**config.mk**
```make
export PLATFORM = sky130hd
export DESIGN_NAME = rgc_top
export DESIGN_NICKNAME = d
export VERILOG_FILES = /design/src/design/rgc_pkg.sv /design/src/design/rgc_top.sv
export SDC_FILE = /design/constraint.sdc
export NUM_CORES = 1
export LEC_CHECK = 0
export BUFFER_PORTS_ARGS = -buffer_cell sky130_fd_sc_hd__buf_2
export CORE_UTILIZATION = 51
export CTS_BUF_LIST = sky130_fd_sc_hd__clkbuf_4
export DETAILED_ROUTE_END_ITERATION = 10
export GPL_TIMING_DRIVEN = 0
export MAX_ROUTING_LAYER = met4
export PLACE_DENSITY = 0.83
export REMOVE_ABC_BUFFERS = 1
export SLEW_MARGIN = 20
export SYNTH_ARGS = -nofsm -noshare
export SYNTH_HDL_FRONTEND = slang
export SYNTH_SLANG_ARGS = --single-unit
```
**constraint.sdc**
```tcl
create_clock -name sys_clk -period 5.5 [get_ports sys_clk]
set_input_delay 1.1 -clock sys_clk [delete_from_list [all_inputs] [get_ports sys_clk]]
set_output_delay 1.1 -clock sys_clk [all_outputs]
set_load 0.005 [all_outputs]
```
**src/design/rgc_pkg.sv**
```systemverilog
// package: constants for the ramp generator control block
// Contract
// - one-shot guarantees minimum discharge or ramp time
// - minimum time enable selects internal timing
// - sleep leaves state and operation untouched
// - reset returns to disabled, fields cleared
// - enable bit seven enables the generator
// - fall edge select: edge or level
// - rise edge select: edge or level
// - mode field selects three modes, one reserved
// - run bit forced low while disabled
// - run low while enabled opens sources, closes discharge
// - ready flag reads generator readiness, resets low
// - fall polarity selects active-low falling input
// - rise polarity selects active-low rising input
// - unimplemented bits read zero, writes ignored
// - run rising edge triggers the one-shot
// - edges ignored during one-shot, levels deferred
// - falling input dominates rising input
// - mode decides ramp direction or discharge
package rgc_pkg;
    // ========================================
    // register map
    localparam logic [11:0] RGC_OFS_MAIN  = 12'h000;    // main control
    localparam logic [11:0] RGC_OFS_STPOL = 12'h004;    // status/polarity
    // ========================================
    // main control fields
    localparam int RGC_EN_BIT    = 7;                  // module enable
    localparam int RGC_FALL_TRIGGER_EDGE_SELECT_BIT  = 5;                  // fall edge select
    localparam int RGC_RISE_TRIGGER_EDGE_SELECT_BIT  = 4;                  // rise edge select
    localparam int RGC_MODE_LSB  = 2;                  // mode field low bit
    localparam int RGC_OS_BIT    = 1;                  // minimum time enable
    localparam int RGC_GO_BIT    = 0;                  // run bit
    localparam logic [7:0] RGC_MAIN_WMASK = 8'hBF;     // bit 6 unimplemented
    // status/polarity fields
    localparam int RGC_RDY_BIT   = 2;                  // ready flag
    localparam int RGC_FALL_TRIGGER_POLARITY_BIT  = 1;                  // fall polarity
    localparam int RGC_RISE_TRIGGER_POLARITY_BIT  = 0;                  // rise polarity
    localparam logic [7:0] RGC_MAIN_RST  = 8'h00;      // reset value
    localparam logic [1:0] RGC_POL_RST   = 2'h0;       // reset value
    // ========================================
    // modes
    localparam logic [1:0] RGC_MODE_SLOPE = 2'h0;      // slope compensation
    localparam logic [1:0] RGC_MODE_ALT   = 2'h1;      // alternating
    localparam logic [1:0] RGC_MODE_RISE  = 2'h2;      // rising ramp
    // ========================================
    // timing
    localparam int RGC_CLK_HZ      = 25_000_000;       // system clock
    localparam int RGC_OS_NS       = 50;               // nominal one-shot
    localparam int RGC_OS_CYC      =
        ((RGC_OS_NS * (RGC_CLK_HZ / 1_000_000)) + 999) / 1000 < 1 ? 1 :
        ((RGC_OS_NS * (RGC_CLK_HZ / 1_000_000)) + 999) / 1000;
    localparam int RGC_SETTLE_CYC  = 16;               // ready settle count
    localparam logic [4:0] RGC_OS_LOAD  = 5'(RGC_OS_CYC);
    localparam logic [4:0] RGC_SET_LOAD = 5'(RGC_SETTLE_CYC);
endpackage : rgc_pkg

```
**src/design/rgc_top.sv**
```systemverilog
// module: ramp generator switch control with apb registers
`timescale 1ns/100ps
module rgc_top
    import rgc_pkg::*;
(
    input  wire logic        sys_clk,      // system clock 25 MHz
    input  wire logic        nrst,         // sync reset, active low
    input  wire logic        psel,         // apb select
    input  wire logic        penable,      // apb enable
    input  wire logic        pwrite,       // apb direction
    input  wire logic [11:0] paddr,        // apb byte address
    input  wire logic [31:0] pwdata,       // apb write data
    output logic      [31:0] prdata,       // apb read data
    output logic             pready,       // apb ready
    output logic             pslverr,      // apb error
    input  wire logic        set_rise_in,  // rising timing source
    input  wire logic        set_fall_in,  // falling timing source
    input  wire logic        sleep_in,     // low power state, no effect
    output logic             analog_en,    // bias and sources powered
    output logic             src_sw,       // current source switch
    output logic             sink_sw,      // current sink switch
    output logic             dis_sw        // discharge switch closed
);
    // ========================================
    // registers
    logic [7:0] main_r;        // main control
    logic [1:0] pol_r;         // polarity bits
    logic       rdy_r;         // ready flag
    logic [4:0] set_cnt_r;     // settling counter
    logic [4:0] os_cnt_r;      // one-shot counter
    logic       go_d_r;        // run delayed
    logic [1:0] rs_r, fs_r;    // input synchronisers
    logic       rq_r, fq_r;    // previous synced inputs
    logic       dir_r;         // alternate direction: 1 rising
    logic       ramp_r;        // ramp running (non-alt modes)
    // sleep_in is deliberately unread: operation ignores sleep
    // ========================================
    // bus decode
    wire acc      = psel & penable;
    wire hit_main = (paddr == RGC_OFS_MAIN);
    wire hit_pol  = (paddr == RGC_OFS_STPOL);
    wire wr_main  = acc & pwrite & hit_main;
    wire wr_pol   = acc & pwrite & hit_pol;
    assign pready  = 1'b1;
    assign pslverr = acc & ~(hit_main | hit_pol);
    // ========================================
    // field views
    wire en     = main_r[RGC_EN_BIT];
    wire go     = main_r[RGC_GO_BIT];
    wire os_en  = main_r[RGC_OS_BIT];
    wire fall_trigger_edge_select   = main_r[RGC_FALL_TRIGGER_EDGE_SELECT_BIT];
    wire rise_trigger_edge_select   = main_r[RGC_RISE_TRIGGER_EDGE_SELECT_BIT];
    wire [1:0] mode = main_r[RGC_MODE_LSB +: 2];
    wire alt    = (mode == RGC_MODE_ALT);
    // masked write: bit 6 dropped, run forced low if disabled
    wire [7:0] wmain = pwdata[7:0] & RGC_MAIN_WMASK;
    wire [7:0] main_nxt = wmain[RGC_EN_BIT] ? wmain :
                          (wmain & ~8'h01);
    // ========================================
    // timing input conditioning
    wire r_lvl = rs_r[1] ^ pol_r[RGC_RISE_TRIGGER_POLARITY_BIT];
    wire f_lvl = fs_r[1] ^ pol_r[RGC_FALL_TRIGGER_POLARITY_BIT];
    wire r_edge = r_lvl & ~rq_r;
    wire f_edge = f_lvl & ~fq_r;
    wire os_act = (os_cnt_r != 5'h0_0);
    wire r_ev = ~os_act & (rise_trigger_edge_select ? r_edge : r_lvl);
    wire f_ev = ~os_act & (fall_trigger_edge_select ? f_edge : f_lvl);
    wire f_win = f_ev;
    wire r_win = r_ev & ~f_ev;
    wire run    = en & go;
    wire go_up  = run & ~go_d_r;
    // one-shot start: run rise, a discharge in the single-slope
    // modes, or a slope reversal in the alternating mode; a held
    // level must not keep retriggering the discharge
    wire os_rev  = alt ? ((f_win & dir_r) | (r_win & ~dir_r))
                       : (f_win & ramp_r);
    wire os_trig = os_en & (go_up | (run & os_rev));
    // ========================================
    // register file
    always_ff @(posedge sys_clk) begin
        if (!nrst) begin
            main_r <= RGC_MAIN_RST;
            pol_r  <= RGC_POL_RST;
        end else begin
            if (wr_main) begin
                main_r <= main_nxt;
            end
            if (wr_pol) begin
                pol_r <= pwdata[1:0];
            end
        end
    end
    // read mux, bits above field width read zero
    wire [7:0] rd_pol = {5'h0_0, rdy_r, pol_r};
    wire [7:0] rd_sel = hit_main ? main_r : (hit_pol ? rd_pol : 8'h00);
    always_ff @(posedge sys_clk) begin
        if (!nrst) begin
            prdata <= 32'h0000_0000;
        end else if (psel & ~penable & ~pwrite) begin
            prdata <= {24'h00_0000, rd_sel};
        end
    end
    // ========================================
    // ready flag after settle count
    always_ff @(posedge sys_clk) begin
        if (!nrst || !en) begin
            set_cnt_r <= RGC_SET_LOAD;
            rdy_r     <= 1'b0;
        end else if (set_cnt_r != 5'h0_0) begin
            set_cnt_r <= set_cnt_r - 5'h0_1;
        end else begin
            rdy_r <= 1'b1;
        end
    end
    // ========================================
    // input sync and edge history
    always_ff @(posedge sys_clk) begin
        if (!nrst) begin
            rs_r <= 2'h0;
            fs_r <= 2'h0;
            rq_r <= 1'b0;
            fq_r <= 1'b0;
        end else begin
            rs_r <= {rs_r[0], set_rise_in};
            fs_r <= {fs_r[0], set_fall_in};
            rq_r <= r_lvl;
            fq_r <= f_lvl;
        end
    end
    // ========================================
    // one-shot counter
    always_ff @(posedge sys_clk) begin
        if (!nrst || !en) begin
            os_cnt_r <= 5'h0_0;
            go_d_r   <= 1'b0;
        end else begin
            go_d_r <= run;
            if (os_trig) begin
                os_cnt_r <= RGC_OS_LOAD;
            end else if (os_act) begin
                os_cnt_r <= os_cnt_r - 5'h0_1;
            end
        end
    end
    // ========================================
    // ramp state
    always_ff @(posedge sys_clk) begin
        if (!nrst || !run) begin
            dir_r  <= 1'b1;
            ramp_r <= 1'b0;
        end else if (f_win) begin
            dir_r  <= 1'b0;
            ramp_r <= 1'b0;
        end else if (r_win) begin
            dir_r  <= 1'b1;
            ramp_r <= 1'b1;
        end
    end
    // ========================================
    // switch outputs
    wire gate_os = os_en & os_act;
    always_comb begin
        analog_en = en;
        src_sw    = 1'b0;
        sink_sw   = 1'b0;
        dis_sw    = en;
        if (run) begin
            if (alt) begin
                src_sw  = dir_r;
                sink_sw = ~dir_r;
                dis_sw  = 1'b0;
            end else if (mode == RGC_MODE_SLOPE ||
                         mode == RGC_MODE_RISE) begin
                dis_sw  = ~ramp_r | gate_os;
                sink_sw = (mode == RGC_MODE_SLOPE) & ~dis_sw;
                src_sw  = (mode == RGC_MODE_RISE) & ~dis_sw;
            end
        end
    end
    // ========================================
    // checks
    // run bit never stored while disabled
    run_gate_a: assert property (
        @(posedge sys_clk) disable iff (!nrst)
        !main_r[RGC_EN_BIT] |-> !main_r[RGC_GO_BIT])
        else $error("run set while disabled");
    // enabled but stopped: discharge closed, sources open
    idle_dis_a: assert property (
        @(posedge sys_clk) disable iff (!nrst)
        (en && !go) |-> (dis_sw && !src_sw && !sink_sw))
        else $error("idle switches wrong");
    // ready drops one cycle after disable
    rdy_off_a: assert property (
        @(posedge sys_clk) disable iff (!nrst)
        !en |=> !rdy_r)
        else $error("ready while disabled");
    // run rise holds the discharge switch outside the alternating mode
    os_hold_a: assert property (
        @(posedge sys_clk) disable iff (!nrst)
        (os_en && go_up && mode != RGC_MODE_ALT) |=> dis_sw)
        else $error("one-shot did not hold discharge");
    // simultaneous events: falling wins
    fall_prio_a: assert property (
        @(posedge sys_clk) disable iff (!nrst)
        (run && f_ev && r_ev && alt) |=> !dir_r)
        else $error("rise beat fall");
    // unimplemented bit stays zero
    rsvd_zero_a: assert property (
        @(posedge sys_clk) disable iff (!nrst)
        main_r[6] == 1'b0)
        else $error("reserved bit set");
    // no event accepted while the one-shot runs
    edge_block_a: assert property (
        @(posedge sys_clk) disable iff (!nrst)
        os_act |-> (!r_ev && !f_ev))
        else $error("event during one-shot");
    // rise event turns the alternating ramp upward
    alt_dir_a: assert property (
        @(posedge sys_clk) disable iff (!nrst)
        (run && alt && r_win) |=> (run && alt) |-> src_sw)
        else $error("no rise after rise event");
    // ========================================
    // one-shot timing checks
    // a trigger loads the full one-shot count
    os_load_a: assert property (
        @(posedge sys_clk) disable iff (!nrst)
        os_trig |=> (os_cnt_r == RGC_OS_LOAD))
        else $error("one-shot count not loaded");
    // the count steps down by one each cycle
    os_count_a: assert property (
        @(posedge sys_clk) disable iff (!nrst)
        (en && os_act && !os_trig)
        |=> (os_cnt_r == $past(os_cnt_r) - 5'h0_1))
        else $error("one-shot count skipped");
    // minimum time off: no one-shot is started
    os_off_a: assert property (
        @(posedge sys_clk) disable iff (!nrst)
        !os_en |-> !os_trig)
        else $error("one-shot started while off");
    // run rise starts the one-shot
    go_os_a: assert property (
        @(posedge sys_clk) disable iff (!nrst)
        (os_en && go_up) |=> os_act)
        else $error("run rise missed one-shot");
    // ramp state frozen while the one-shot runs
    os_freeze_a: assert property (
        @(posedge sys_clk) disable iff (!nrst)
        (os_act && run) |=> (ramp_r == $past(ramp_r) &&
                             dir_r == $past(dir_r)))
        else $error("ramp moved during one-shot");
    // ========================================
    // input conditioning checks
    // rise edge lasts exactly one cycle
    r_pulse_a: assert property (
        @(posedge sys_clk) disable iff (!nrst)
        r_edge |=> !r_edge)
        else $error("rise edge longer than a cycle");
    // fall edge lasts exactly one cycle
    f_pulse_a: assert property (
        @(posedge sys_clk) disable iff (!nrst)
        f_edge |=> !f_edge)
        else $error("fall edge longer than a cycle");
    // falling event ends a single-slope ramp
    fall_end_a: assert property (
        @(posedge sys_clk) disable iff (!nrst)
        (run && !alt && f_win) |=> !ramp_r)
        else $error("ramp kept after fall event");
    // rising event starts a single-slope ramp
    rise_go_a: assert property (
        @(posedge sys_clk) disable iff (!nrst)
        (run && !alt && r_win) |=> ramp_r)
        else $error("ramp not started");
    // ========================================
    // switch checks
    // without the one-shot a fall closes discharge directly
    dis_direct_a: assert property (
        @(posedge sys_clk) disable iff (!nrst)
        (run && !os_en && !alt && f_win) |=> (run && !alt) |-> dis_sw)
        else $error("discharge not closed on fall");
    // rising ramp mode uses the source only
    rise_src_a: assert property (
        @(posedge sys_clk) disable iff (!nrst)
        (run && mode == RGC_MODE_RISE && ramp_r && !os_act)
        |-> (src_sw && !sink_sw && !dis_sw))
        else $error("rising ramp switches wrong");
    // slope mode uses the sink only
    slope_sink_a: assert property (
        @(posedge sys_clk) disable iff (!nrst)
        (run && mode == RGC_MODE_SLOPE && ramp_r && !os_act)
        |-> (sink_sw && !src_sw && !dis_sw))
        else $error("slope switches wrong");
    // reserved mode drives no current
    rsvd_mode_a: assert property (
        @(posedge sys_clk) disable iff (!nrst)
        (run && mode == 2'h3) |-> (!src_sw && !sink_sw))
        else $error("reserved mode drove current");
    // alternating mode: exactly one of source and sink
    alt_excl_a: assert property (
        @(posedge sys_clk) disable iff (!nrst)
        (run && alt) |-> (src_sw != sink_sw && !dis_sw))
        else $error("alternating switches wrong");
    // disabled: every switch and the bias off
    off_all_a: assert property (
        @(posedge sys_clk) disable iff (!nrst)
        !en |-> !(analog_en || src_sw || sink_sw || dis_sw))
        else $error("output active while disabled");
    // ========================================
    // ready and reset checks
    // ready rises once the settle count is spent
    rdy_set_a: assert property (
        @(posedge sys_clk) disable iff (!nrst)
        (en && set_cnt_r == 5'h0_0) |=> rdy_r)
        else $error("ready late");
    // ready stays low while settling
    rdy_wait_a: assert property (
        @(posedge sys_clk) disable iff (!nrst)
        (set_cnt_r != 5'h0_0) |-> !rdy_r)
        else $error("ready early");
    // reset clears every control field
    rst_clr_a: assert property (
        @(posedge sys_clk)
        !nrst |=> (main_r == RGC_MAIN_RST && pol_r == RGC_POL_RST &&
                   !rdy_r))
        else $error("reset left a field set");
endmodule : rgc_top
```
==> flow_metrics.tcl <==
set metrics [dict create \
    io_buffers 37 \
    grt_pass1_vias 1257 \
    design.core.area_sq_um 3390 \
    drv_cap 0 \
    fp.dieW_um 62.0 \
    insertion_delay_ns 0.34 \
    ys_ff_latch 36 \
    routed_wirelength_um 3420 \
    instances_no_fill 295 \
    grt.busiest_layer "met2" \
    wl_per_cell_um 11.6 \
    grtUsageTotal 0.204 \
    synth-simple-area-share 0.224 \
    ys_seq_area_frac 0.393 \
    synth_compound_area_frac 0.156 \
    totalNegativeSetupSlack_ns 0 \
    leakage_nw 0.861 \
    fin_crit_sh 0.617 \
    start_util 0.542 \
    p_int_w 0.000319 \
    critPathArrivalTime_ns 2.29 \
    worst_pin_slew_ns 0.729 \
    netlist_area_sq_um 1840 \
    fin_hold_ws_ns 0.440 \
    power.density_nw_per_um2 211 \
    fp-row-count 21 \
    hpwl_um 2580 \
    rr_worst_depth 6 \
    dieArea_sq_um 3840 \
    clkSinkCount 36 \
    setup_viol_count_final 0 \
    yosysWarnings 0 \
    synthFlopType "dfxtp_1" \
    grt.overflow.total 0 \
    p_comb_frac 0.061 \
    drc 0 \
    fmax_ghz 0.295 \
    postCtsSetupBuffers 0 \
    r2r-end "os_cnt_r[0]" \
    holdPathStages 1 \
    cts_root_buffer "clkbuf_4" \
    vias 1500 \
    grt_pass1_wl_um 5420 \
    skew_ns 0.00893 \
    hold_viol 0 \
    initialDrtViolationCount 64 \
    hold_path.class "reg2reg" \
    grt_max_degree 18 \
    synth_edf_count 0 \
    diodes 0 \
    cts_tree "yes" \
    min-delay-start "fs_r[0]" \
    status "completed" \
    worstSetupStartpointType "primary input" \
    post_cts_resized 0 \
    syn_area_per_cell_sq_um 8.70 \
    via_per_inst 5.08 \
    place_ws_ns 2.10 \
    async_reset_ff_frac 0 \
    power.share.clock 0.315 \
    met3_usage 0.0476 \
    rsz0062_at_grt "false" \
    hold_buffers 0 \
    synth_mux_area_frac 0.0164 \
    syn2layout_area_growth_pct 8.66 \
    rr_startpoint "os_cnt_r[0]" \
    reg2reg_setup_slack_ns 3.56 \
    finalMaxSlewViolations 0 \
    endpoint_kind "primary output" \
    dr.pass1.iters 4 \
    finalWorstSetupSlack_ns 2.11 \
    clock_path_buffers 2 \
    seqPwrFrac 0.624 \
    most-common-layout-cells "buf_2 (37), dfxtp_1 (36), conb_1 (26)" \
    min_period_ns 3.39 \
    place.gp.congestion 0.818 \
    critical_path_class "in2out" \
    fin_nets 304 \
    num_io_pins 90 \
    htree_levels 2 \
    switching_share 0.242 \
    cp_max_fo 5 \
    die_y_um 62.0 \
    fin_util 0.588 \
    drtAntennaViolNets 0 \
    antenna_found_initial 0 \
    layout_commonest_cell "buf_2" \
    synthXorXnorAreaFrac 0.0429 \
    synth_adder_area_share 0.0273 \
    clk_pin_slew_worst_paths_ns 0.10 \
    netSwitchingPower_w 0.000102 \
    holdPathEnd "fs_r[1]" \
    synth_top_family_by_area "simple AND/OR/NAND/NOR gates" \
    cts_made_buffers 5 \
    dp.cells 287 \
    gr-usage-met1 0.254 \
    syn-instance-count 211 \
    drive_gt1_frac 0.193 \
    fillCellCount 317 \
    ir_drop_uv 172 \
    synth_cell_types 42 \
    required_ns 4.40 \
    use_met2 0.313 \
    slew_headroom 0.510 \
]
-- final cells by class --
class	count	area (sq um)	share of cell area
well taps	46	57.6	0.0289
multi-input cells	161	953	0.478
clock buffers	5	37.5	0.0188
repair buffers	37	185	0.0928
clock inverters	3	13.8	0.00690
flip-flops and latches	36	721	0.361
inverters	7	26.3	0.0132
-- cell families after synthesis --
family | count (synthesis)
buf+inv | 38
compound gates | 43
flops | 36
mux | 3
other cells | 2
simple gates | 76
xor+xnor | 9
fa+ha+maj | 4
-- synth_stat cells, types with 2 or more instances --
library cell / count / share of area
o211ai_1: 3 / 0.012
a21oi_1: 13 / 0.035
nand2_1: 11 / 0.022
nor2_1: 20 / 0.041
nor3_1: 8 / 0.022
o21ai_0: 12 / 0.033
a32oi_1: 4 / 0.019
nand2b_1: 3 / 0.010
inv_1: 6 / 0.012
or4_4: 2 / 0.012
mux2i_1: 3 / 0.016
xor2_1: 2 / 0.0095
ha_1: 4 / 0.027
and3_1: 4 / 0.014
nand4_1: 3 / 0.010
dfxtp_1: 36 / 0.39
a2bb2oi_1: 3 / 0.014
nor4_1: 2 / 0.0068
conb_1: 2 / 0.0041
and2_1: 8 / 0.027
buf_4: 26 / 0.11
nand3_1: 8 / 0.022
clkbuf_1: 3 / 0.0061
xnor2_1: 7 / 0.033
-- layer usage --
layer	vias to the layer above	share of wire
li1	757	-
met2	54	0.46
met3	7	0.046
met4	0	0.023
met1	682	0.47
met5	-	0
-- power groups by stage --
stage | Clock [W] | Sequential (W) | Combinational (W)
global route | 0.000149 | 0.000263 | 0.0000306
global placement | 0 | 0.000269 | 0.0000250
floorplan | 0 | 0.000269 | 0.0000118
detailed placement | 0 | 0.000269 | 0.0000255
finish | 0.000133 | 0.000263 | 0.0000259
CTS | 0.000138 | 0.000263 | 0.0000255
-- flip-flops by register name, summed over array words and instances (netlist names) --
signal,count
dir_r,1
pol_r,2
go_d_r,1
main_r,7
fq_r,1
prdata,7
os_cnt_r,5
set_cnt_r,5
rq_r,1
fs_r,2
rs_r,2
rdy_r,1
ramp_r,1
-- how the worst max path moves through the flow --
stage                           start      end  slack [ns]  cells after the start
final                        paddr[9]  pslverr        2.11                      5
after global routing      os_cnt_r[0]   dis_sw        2.02                      7
after floorplan              paddr[9]  pslverr        2.42                      3
after detailed placement     paddr[9]  pslverr        2.10                      5
after global placement       paddr[9]  pslverr        2.11                      5
after CTS                    paddr[9]  pslverr        2.10                      5
-- through the flow --
stage | total power (W) | area (sq um)
detailed placement | 0.000294 | 1940
floorplan | 0.000280 | 1700
finish | 0.000421 | 1990
global route | 0.000442 | 1990
CTS | 0.000426 | 1990
global placement | 0.000294 | 1940
-- worst max-delay path, stage by stage --
cell and delay (ns):
buf_2 0.10, or4_1 0.54, nor2_1 0.29, a21oi_1 0.11, buf_2 0.16
Note: power is estimated with default switching activity, not from simulation.
